==> src/cdu_pkg.sv <==
/*
 * cdu_pkg: constants, types and field positions for the character display
 * instruction unit.
 * Assumes one 100 MHz core clock; every user of these names imports the package.
 */
package cdu_pkg;

    // sizes
    localparam int CDU_AC_W     = 7;
    localparam int CDU_CG_AW    = 6;
    localparam int CDU_DD_DEPTH = 128;
    localparam int CDU_CG_DEPTH = 64;

    // leading-one positions of instruction bytes
    localparam int CDU_LEAD_DD    = 7;
    localparam int CDU_LEAD_CG    = 6;
    localparam int CDU_LEAD_FUNC  = 5;
    localparam int CDU_LEAD_SHIFT = 4;
    localparam int CDU_LEAD_DISP  = 3;
    localparam int CDU_LEAD_ENTRY = 2;
    localparam int CDU_LEAD_HOME  = 1;
    localparam int CDU_LEAD_CLEAR = 0;

    // field positions inside instruction bytes
    localparam int CDU_FS_WIDTH   = 4;
    localparam int CDU_FS_LINES   = 3;
    localparam int CDU_FS_LUMA_HI = 1;
    localparam int CDU_FS_LUMA_LO = 0;
    localparam int CDU_EM_INCR    = 1;
    localparam int CDU_EM_SHIFT   = 0;
    localparam int CDU_DC_DISP    = 2;
    localparam int CDU_DC_CURSOR  = 1;
    localparam int CDU_DC_BLINK   = 0;
    localparam int CDU_SH_DISP    = 3;
    localparam int CDU_SH_RIGHT   = 2;

    // reset and fill values
    localparam logic [7:0]          CDU_SPACE_CODE = 8'h20;
    localparam logic [CDU_AC_W-1:0] CDU_AC_RESET   = 7'h00;
    localparam logic [7:0]          CDU_CG_RESET   = 8'h00;
    localparam logic                CDU_BUSY_VALUE = 1'b0;

    // luminance in percent
    localparam logic [6:0] CDU_LUMA_100 = 7'h64;
    localparam logic [6:0] CDU_LUMA_75  = 7'h4b;
    localparam logic [6:0] CDU_LUMA_50  = 7'h32;
    localparam logic [6:0] CDU_LUMA_25  = 7'h19;

    // host port modes
    localparam logic [1:0] CDU_PORT_SERIAL = 2'h0;
    localparam logic [1:0] CDU_PORT_I80    = 2'h1;
    localparam logic [1:0] CDU_PORT_M68    = 2'h2;

    // register port
    localparam int         CDU_RA_W     = 4;
    localparam logic [3:0] CDU_REG_CFG  = 4'h0;
    localparam logic [3:0] CDU_REG_STAT = 4'h4;

    // one host transfer from the port front-end
    typedef struct packed {
        logic       cmd_data_select;
        logic       rnw;
        logic [7:0] parallel_bus;
    } cdu_xfer_s;

    // visible display state
    typedef struct packed {
        logic                disp_on;
        logic                cursor_on;
        logic                blink_on;
        logic                two_lines;
        logic                bus_width_sel;
        logic                luma_sel_hi;
        logic                luma_sel_lo;
        logic                incr;
        logic                shift_en;
        logic                glyph_sel;
        logic [CDU_AC_W-1:0] shift_ofs;
        logic [CDU_AC_W-1:0] cursor_addr_counter;
    } cdu_disp_s;

    typedef enum logic [7:0] {
        CDU_OP_NONE  = 8'b0000_0000,
        CDU_OP_CLEAR = 8'b0000_0001,
        CDU_OP_HOME  = 8'b0000_0010,
        CDU_OP_ENTRY = 8'b0000_0100,
        CDU_OP_DISP  = 8'b0000_1000,
        CDU_OP_SHIFT = 8'b0001_0000,
        CDU_OP_FUNC  = 8'b0010_0000,
        CDU_OP_CG    = 8'b0100_0000,
        CDU_OP_DD    = 8'b1000_0000
    } cdu_op_e;

endpackage
==> src/cdu_instr_unit.sv <==
/*
 * cdu_instr_unit: instruction decoder and state keeper of a two-line
 * character display. Takes decoded host transfers, keeps the address
 * counter, both RAMs and the display settings, and answers reads.
 * Assumes a port front-end on core_clk delivering one-cycle transfer strobes,
 * and a software port with one-cycle strobes that never overlap.
 */
`timescale 1ns/1ps
module cdu_instr_unit #(
    parameter int DD_DEPTH = cdu_pkg::CDU_DD_DEPTH,
    parameter int CG_DEPTH = cdu_pkg::CDU_CG_DEPTH
) (
    // clock, reset, enable
    input  wire logic                          core_clk,
    input  wire logic                          rst,
    input  wire logic                          clk_en,
    // host transfers from the port front-end
    input  wire logic                          xfer_stb,
    input  wire cdu_pkg::cdu_xfer_s            xfer,
    output logic [7:0]                         rd_byte_r,
    output logic                               rd_valid_r,
    // software register port
    input  wire logic [cdu_pkg::CDU_RA_W-1:0]  reg_addr,
    input  wire logic [31:0]                   reg_wdata,
    input  wire logic                          reg_wr,
    input  wire logic                          reg_rd,
    output logic [31:0]                        reg_rdata_r,
    // display state
    output cdu_pkg::cdu_disp_s                 disp_r,
    output logic [6:0]                         luma_pct_r,
    output logic [1:0]                         port_mode_r,
    output logic                               nibble_mode_r
);
    import cdu_pkg::*;

    // storage cannot exceed what the counter can address
    if (DD_DEPTH < 1 || DD_DEPTH > (1 << CDU_AC_W))
    begin : g_bad_dd
        $error("DD_DEPTH out of range");
    end
    if (CG_DEPTH < 1 || CG_DEPTH > (1 << CDU_CG_AW))
    begin : g_bad_cg
        $error("CG_DEPTH out of range");
    end

    logic [7:0]          dd_mem [DD_DEPTH];
    logic [7:0]          cg_mem [CG_DEPTH];
    logic                nib_ph_r;
    logic [3:0]          nib_hi_r;
    logic [3:0]          rd_lo_r;
    logic                nibble_mode;
    logic [7:0]          wr_byte;
    logic                wr_exec;
    logic                rd_exec;
    logic                data_wr;
    logic                data_rd;
    logic                cmd_wr;
    cdu_op_e             op;
    logic [CDU_AC_W-1:0] ac;
    logic [CDU_AC_W-1:0] ac_step;
    logic [7:0]          ram_byte;
    logic                dd_hit;
    logic                cg_hit;
    logic                clear_all;

    assign ac = disp_r.cursor_addr_counter;

    // serial transfers are always whole bytes, bus width applies to parallel only
    assign nibble_mode = !disp_r.bus_width_sel && (port_mode_r != CDU_PORT_SERIAL);

    // writes act on the low half, reads on the high half so the byte is fixed early
    assign wr_byte = nibble_mode ? {nib_hi_r, xfer.parallel_bus[7:4]}
                                 : xfer.parallel_bus;
    assign wr_exec = clk_en && xfer_stb && !xfer.rnw && (!nibble_mode || nib_ph_r);
    assign rd_exec = clk_en && xfer_stb && xfer.rnw && (!nibble_mode || !nib_ph_r);
    assign data_wr = wr_exec && xfer.cmd_data_select;
    assign data_rd = rd_exec && xfer.cmd_data_select;
    assign cmd_wr  = wr_exec && !xfer.cmd_data_select;

    // leading-one decode of instruction bytes, highest bit first
    always_comb
    begin
        op = CDU_OP_NONE;
        if (wr_byte[CDU_LEAD_DD])
            op = CDU_OP_DD;
        else if (wr_byte[CDU_LEAD_CG])
            op = CDU_OP_CG;
        else if (wr_byte[CDU_LEAD_FUNC])
            op = CDU_OP_FUNC;
        else if (wr_byte[CDU_LEAD_SHIFT])
            op = CDU_OP_SHIFT;
        else if (wr_byte[CDU_LEAD_DISP])
            op = CDU_OP_DISP;
        else if (wr_byte[CDU_LEAD_ENTRY])
            op = CDU_OP_ENTRY;
        else if (wr_byte[CDU_LEAD_HOME])
            op = CDU_OP_HOME;
        else if (wr_byte[CDU_LEAD_CLEAR])
            op = CDU_OP_CLEAR;
    end

    assign clear_all = cmd_wr && (op == CDU_OP_CLEAR);

    // counter step follows the direction bit; wraps at the counter width
    assign ac_step = disp_r.incr ? ac + 7'h01 : ac - 7'h01;

    // out-of-range addresses neither store nor read back data
    assign dd_hit = !disp_r.glyph_sel && (int'(ac) < DD_DEPTH);
    assign cg_hit = disp_r.glyph_sel && (int'(ac[CDU_CG_AW-1:0]) < CG_DEPTH);

    // byte at the counter, from whichever RAM was selected last
    always_comb
    begin
        ram_byte = 8'h00;
        if (dd_hit)
            ram_byte = dd_mem[ac];
        else if (cg_hit)
            ram_byte = cg_mem[ac[CDU_CG_AW-1:0]];
    end

    // character and pattern RAMs, one flip-flop byte per entry
    genvar gi;
    generate
        for (gi = 0; gi < DD_DEPTH; gi++)
        begin : g_dd
            always_ff @(posedge core_clk)
            begin
                if (rst)
                    dd_mem[gi] <= CDU_SPACE_CODE;
                else if (clear_all)
                    dd_mem[gi] <= CDU_SPACE_CODE;
                else if (data_wr && dd_hit && ac == CDU_AC_W'(gi))
                    dd_mem[gi] <= wr_byte;
            end
        end
        for (gi = 0; gi < CG_DEPTH; gi++)
        begin : g_cg
            always_ff @(posedge core_clk)
            begin
                if (rst)
                    cg_mem[gi] <= CDU_CG_RESET;
                else if (data_wr && cg_hit && ac[CDU_CG_AW-1:0] == CDU_CG_AW'(gi))
                    cg_mem[gi] <= wr_byte;
            end
        end
    endgenerate

    // nibble phase; a full byte in 8-bit mode never leaves phase zero
    always_ff @(posedge core_clk)
    begin
        if (rst)
        begin
            nib_ph_r <= 1'b0;
            nib_hi_r <= 4'h0;
        end
        else if (clk_en && xfer_stb)
        begin
            if (nibble_mode)
            begin
                nib_ph_r <= !nib_ph_r;
                nib_hi_r <= xfer.parallel_bus[7:4];
            end
            else
                nib_ph_r <= 1'b0;
        end
    end

    // address counter, RAM select and display shift
    always_ff @(posedge core_clk)
    begin
        if (rst)
        begin
            disp_r.cursor_addr_counter <= CDU_AC_RESET;
            disp_r.glyph_sel           <= 1'b0;
            disp_r.shift_ofs           <= '0;
        end
        else if (data_wr)
        begin
            disp_r.cursor_addr_counter <= ac_step;
            if (disp_r.shift_en && !disp_r.glyph_sel)
                disp_r.shift_ofs <= disp_r.incr ? disp_r.shift_ofs + 7'h01
                                                : disp_r.shift_ofs - 7'h01;
        end
        else if (data_rd)
            disp_r.cursor_addr_counter <= ac_step;
        else if (cmd_wr)
        begin
            case (op)
                CDU_OP_DD:
                begin
                    disp_r.cursor_addr_counter <= wr_byte[CDU_AC_W-1:0];
                    disp_r.glyph_sel           <= 1'b0;
                end
                CDU_OP_CG:
                begin
                    disp_r.cursor_addr_counter <=
                        {1'b0, wr_byte[CDU_CG_AW-1:0]};
                    disp_r.glyph_sel           <= 1'b1;
                end
                CDU_OP_CLEAR, CDU_OP_HOME:
                begin
                    disp_r.cursor_addr_counter <= CDU_AC_RESET;
                    disp_r.glyph_sel           <= 1'b0;
                    disp_r.shift_ofs           <= '0;
                end
                CDU_OP_SHIFT:
                begin
                    // moves the cursor without touching RAM; lands back in characters
                    disp_r.glyph_sel <= 1'b0;
                    disp_r.cursor_addr_counter <= wr_byte[CDU_SH_RIGHT] ? ac + 7'h01
                                                                        : ac - 7'h01;
                    if (wr_byte[CDU_SH_DISP])
                        disp_r.shift_ofs <= wr_byte[CDU_SH_RIGHT] ? disp_r.shift_ofs - 7'h01
                                                                  : disp_r.shift_ofs + 7'h01;
                end
                default:
                    disp_r.cursor_addr_counter <= ac;
            endcase
        end
    end

    // entry mode; clear also restores increment
    always_ff @(posedge core_clk)
    begin
        if (rst)
        begin
            disp_r.incr     <= 1'b1;
            disp_r.shift_en <= 1'b0;
        end
        else if (cmd_wr && op == CDU_OP_ENTRY)
        begin
            disp_r.incr     <= wr_byte[CDU_EM_INCR];
            disp_r.shift_en <= wr_byte[CDU_EM_SHIFT];
        end
        else if (clear_all)
            disp_r.incr <= 1'b1;
    end

    // display on/off control
    always_ff @(posedge core_clk)
    begin
        if (rst)
        begin
            disp_r.disp_on   <= 1'b0;
            disp_r.cursor_on <= 1'b0;
            disp_r.blink_on  <= 1'b0;
        end
        else if (cmd_wr && op == CDU_OP_DISP)
        begin
            disp_r.disp_on   <= wr_byte[CDU_DC_DISP];
            disp_r.cursor_on <= wr_byte[CDU_DC_CURSOR];
            disp_r.blink_on  <= wr_byte[CDU_DC_BLINK];
        end
    end

    // function set: bus width, lines, luminance; RAMs and counter untouched
    always_ff @(posedge core_clk)
    begin
        if (rst)
        begin
            disp_r.bus_width_sel <= 1'b1;
            disp_r.two_lines     <= 1'b1;
            disp_r.luma_sel_hi   <= 1'b0;
            disp_r.luma_sel_lo   <= 1'b0;
        end
        else if (cmd_wr && op == CDU_OP_FUNC)
        begin
            disp_r.bus_width_sel <= wr_byte[CDU_FS_WIDTH];
            disp_r.two_lines     <= wr_byte[CDU_FS_LINES];
            disp_r.luma_sel_hi   <= wr_byte[CDU_FS_LUMA_HI];
            disp_r.luma_sel_lo   <= wr_byte[CDU_FS_LUMA_LO];
        end
    end

    // luminance percentage follows the selected code
    always_ff @(posedge core_clk)
    begin
        if (rst)
            luma_pct_r <= CDU_LUMA_100;
        else if (clk_en)
        begin
            case ({disp_r.luma_sel_hi, disp_r.luma_sel_lo})
                2'h0:    luma_pct_r <= CDU_LUMA_100;
                2'h1:    luma_pct_r <= CDU_LUMA_75;
                2'h2:    luma_pct_r <= CDU_LUMA_50;
                default: luma_pct_r <= CDU_LUMA_25;
            endcase
        end
    end

    // reads answer the cycle after the strobe; nothing executes a busy wait
    always_ff @(posedge core_clk)
    begin
        if (rst)
        begin
            rd_byte_r  <= 8'h00;
            rd_valid_r <= 1'b0;
            rd_lo_r    <= 4'h0;
        end
        else if (clk_en)
        begin
            rd_valid_r <= xfer_stb && xfer.rnw;
            if (rd_exec)
            begin
                // counter read is pure: disp_r and the counter do not move; rd_lo_r still loads
                if (xfer.cmd_data_select)
                begin
                    rd_byte_r <= ram_byte;
                    rd_lo_r   <= ram_byte[3:0];
                end
                else
                begin
                    rd_byte_r <= {CDU_BUSY_VALUE, ac};
                    rd_lo_r   <= ac[3:0];
                end
            end
            else if (xfer_stb && xfer.rnw)
                rd_byte_r <= {rd_lo_r, 4'h0};
        end
    end

    // port mode register and nibble-mode mirror; m68 after reset
    always_ff @(posedge core_clk)
    begin
        if (rst)
        begin
            port_mode_r   <= CDU_PORT_M68;
            nibble_mode_r <= 1'b0;
        end
        else if (clk_en)
        begin
            nibble_mode_r <= nibble_mode;
            if (reg_wr && reg_addr == CDU_REG_CFG && reg_wdata[1:0] != 2'h3)
                port_mode_r <= reg_wdata[1:0];
        end
    end

    // software read-back; unmapped offsets read zero
    always_ff @(posedge core_clk)
    begin
        if (rst)
            reg_rdata_r <= 32'h0000_0000;
        else if (clk_en && reg_rd)
        begin
            case (reg_addr)
                CDU_REG_CFG:  reg_rdata_r <= {29'h0, nib_ph_r, port_mode_r};
                CDU_REG_STAT: reg_rdata_r <= {8'h00, disp_r};
                default:      reg_rdata_r <= 32'h0000_0000;
            endcase
        end
    end

endmodule

==> config.mk <==
export PLATFORM = sky130hd
export DESIGN_NAME = cdu_instr_unit
export DESIGN_NICKNAME = d
export VERILOG_FILES = /design/src/cdu_pkg.sv /design/src/cdu_instr_unit.sv
export SDC_FILE = /design/constraint.sdc
export NUM_CORES = 2
export LEC_CHECK = 0
export BUFFER_PORTS_ARGS = -buffer_cell sky130_fd_sc_hd__buf_2
export CORE_MARGIN = 4
export CORE_UTILIZATION = 65
export CTS_BUF_LIST = sky130_fd_sc_hd__clkbuf_4 sky130_fd_sc_hd__clkbuf_8
export CTS_CLUSTER_DIAMETER = 100
export CTS_CLUSTER_SIZE = 40
export DETAILED_ROUTE_END_ITERATION = 7
export PLACE_DENSITY_LB_ADDON = 0.08
export SETUP_SLACK_MARGIN = 0.15
export SYNTH_ARGS = -nofsm -noshare
export SYNTH_HDL_FRONTEND = slang
export SYNTH_SLANG_ARGS = --single-unit
==> constraint.sdc <==
create_clock -name core_clk -period 4.16 [get_ports core_clk]
set_input_delay 0 -clock core_clk [delete_from_list [all_inputs] [get_ports core_clk]]
set_output_delay 0 -clock core_clk [all_outputs]
set_load 0.005 [all_outputs]
==> metrics.txt <==
status complete, no violations; R2R Setup Slk approximately 0.22 ns; GRT Total Usage 0.4196; Worst setup EP type register; relative slew slack 0.09145; row count 122; count leader, synth edfxtp_1; share of layout cells above drive strength 1 0.1987; Root Buffer clkbuf_8; complex-gate fraction of the synthesized area 0.04222; Worst Clk Skew ~0.053 ns; starting density of the core 0.6543; EDFF count, synth around 1500; post-synth top area share 0.6378; CTS max path bufs 3; DRT iter0 DRCs between 9000 and 10000; cts bufs inserted between 40 and 50; Ys Warns 0; Die Span X around 340 um; TritonRoute pass-1 iters 7; clock-pin slew on the worst setup and hold paths ~0.20 ns; Clock Latency Late Sink ~0.89 ns; time the worst path needs with I/O delays and setup between 3 and 4 ns; antenna viol nets, final 0; Crit Path Category reg2reg; library cells used by synthesis a little under 80; simple-gate share of the synthesized area 0.1172; Placed Cells approximately 6800; pins over their slew limit 0; most frequent cells after synthesis 1536 x edfxtp_1, 1533 x nor2_1, 422 x nand2_1; die area 116700 um^2; Clock Sinks between 1500 and 2000; area leader, netlist edfxtp_1; drt total wl roughly 240000 um; crit-path max FO 17; dpl hpwl between 150000 and 200000 um; Syn Std Cell Area 72310 um^2; Required @ worst endpoint approximately 5.0 ns; Post-Synth Adder-Cell Area 0.001903; Max-Cap Viols 0; H-tree depth 2; Worst Setup Start Kind register; PortBufs 88; arrival time at the worst endpoint around 4.7 ns; Reg area ~48000 um^2; fillers between 7000 and 8000; number of global-route vias before repair about 46000; total number of vias ~49000; #FFs+latches synth between 1500 and 2000; largest net degree at the start of global routing ~100; vias per cell approximately 7.1; Hold EP port_mode_r[1]; nets@finish 5477; worst slew pin tran roughly 1.3 ns; reg2reg path depth 7; first-pass GRT wire length about 340000 um; combinational family with the most area after synthesis multiplexers; post-synthesis mux area share 0.1455; Worst R2R End rd_byte_r[5]; Power Density ~350 nW/um^2; final setup fails 0; Synth async-reset ratio 0; final non-filler cell total roughly 6900; antenna violations before repair 17; Final Hold Viols 0; Leak around 25 nW; top_reg_cell synth edfxtp_1; Pwr Total around 27 mW; RSZ-0062 raised after global routing no; io pins roughly 130; Hold Path Class in2reg; setup TNS 0 ns; WL per Instance ~35 um; grt ovf 0; CTS tree yes; Final period util 0.9477; peak supply drop around 490 uV; Hold Crit Start reg_wr; Mapped Cells 5249; fmax ~250 MHz; GPL Wtd Cong 0.9964; DRC errors left 0; area grow syn2layout 7.347%; area of the core between 100000 and 150000 um^2; synth top area cells edfxtp_1 64%, mux4_2 13%, nor2_1 8.0%; Die Y 341.5 um; sequential-to-total area share from yosys stat 0.6605; Post-Synth XOR/XNOR Area 0.001696; Min-Delay Path Depth 6; syn avg cell area roughly 14 um^2; worst hold margin ~0.14 ns; Multi-input gate area 22590 um^2
through the flow:
stage / cell area [um^2] / util / setup WS [ns]
finish: 77630 / 0.7024 / 0.2175
CTS: 77590 / 0.7021 / 0.2459
global route: 77590 / 0.7021 / 0.1601
global placement: 76250 / 0.6899 / 0.3760
detailed placement: 76250 / 0.6899 / 0.3222
floorplan: 72340 / - / 1.137
power by group:
part | switching (mW) | total [mW] | internal (mW)
sequential | 0.204 | 18.4 | 18.2
combinational | 1.73 | 2.70 | 0.963
clock | 4.72 | 6.13 | 1.41
area by class of cell:
class                   instances  area share
clock inverters                14    0.003111
well taps                    1488     0.02398
repair buffers                556     0.05587
clock buffers                  54    0.009252
flip-flops and latches       1618      0.6156
multi-input cells            3173      0.2910
inverters                      16   0.0007898
diodes                         15   0.0004835
cell families after synthesis:
family / after synthesis
flops: 1618
compound gates: 469
buf+inv: 465
mux: 528
simple gates: 2143
other cells: 1
xor+xnor: 14
fa+ha+maj: 11
routing by layer:
metal / up-vias / routed length, um / track usage / part of all wire
met4: 4 / 16260 / 0.2122 / 0.067
met1: 24467 / 79610 / 0.5639 / 0.33
li1: 19532 / - / - / -
met5: - / 32 / 0 / 0.00013
met3: 756 / 40580 / 0.1547 / 0.17
met2: 4375 / 106500 / 0.6119 / 0.44
sequential cells by signal (all words and copies together) (netlist names), named ones only:
name           count
ac                 7
cg_hit             1
cg_mem           512
dd_mem          1024
disp_r            16
luma_pct_r         6
nib_hi_r           4
nib_ph_r           1
nibble_mode_r      1
port_mode_r        2
rd_byte_r          8
rd_lo_r            4
rd_valid_r         1
reg_rdata_r       24
cell usage in the layout, fill, tap and decap left out, types with 38 or more instances in the layout:
master / count
a21oi_1: 65
a22oi_1: 39
buf_2: 88
buf_4: 407
clkbuf_8: 50
dfxtp_1: 76
dlygate4sd3_1: 38
edfxtp_1: 1536
mux2i_1: 85
mux4_2: 416
nand2_1: 415
nand3_1: 38
nor2_1: 1533
o21ai_0: 163
o31ai_1: 70
timing repair:
action / 4_1_cts / 5_1_grt
endpoints found under the setup margin: 0 / 11
buffers inserted: 0 / 0
resized for setup: 0 / 3
hold buffers: 38 / 0
hold endpoints to repair: 361 / 0
worst max-delay path: stages (launching register included):
cell and delay (ns):
dfxtp_4 0.82, buf_4 0.40, mux4_2 0.54, mux2i_1 0.50, o21ai_0 0.23, a211oi_1 0.97, nor4_1 0.10, a41o_1 0.28
worst max path at each step:
stage | start | to | slack (ns) | cells after the start
global route | register | rd_byte_r[5] | 0.16 | 7
detailed placement | port_mode_r[1] | dd_mem[93][6] | 0.32 | 8
finish | register | rd_byte_r[5] | 0.22 | 7
global placement | register | rd_byte_r[6] | 0.38 | 8
CTS | port_mode_r[1] | dd_mem[93][6] | 0.25 | 8
floorplan | port_mode_r[1] | dd_mem[10][0] | 1.14 | 10
No activity file was read; power rests on OpenSTA's default activity.
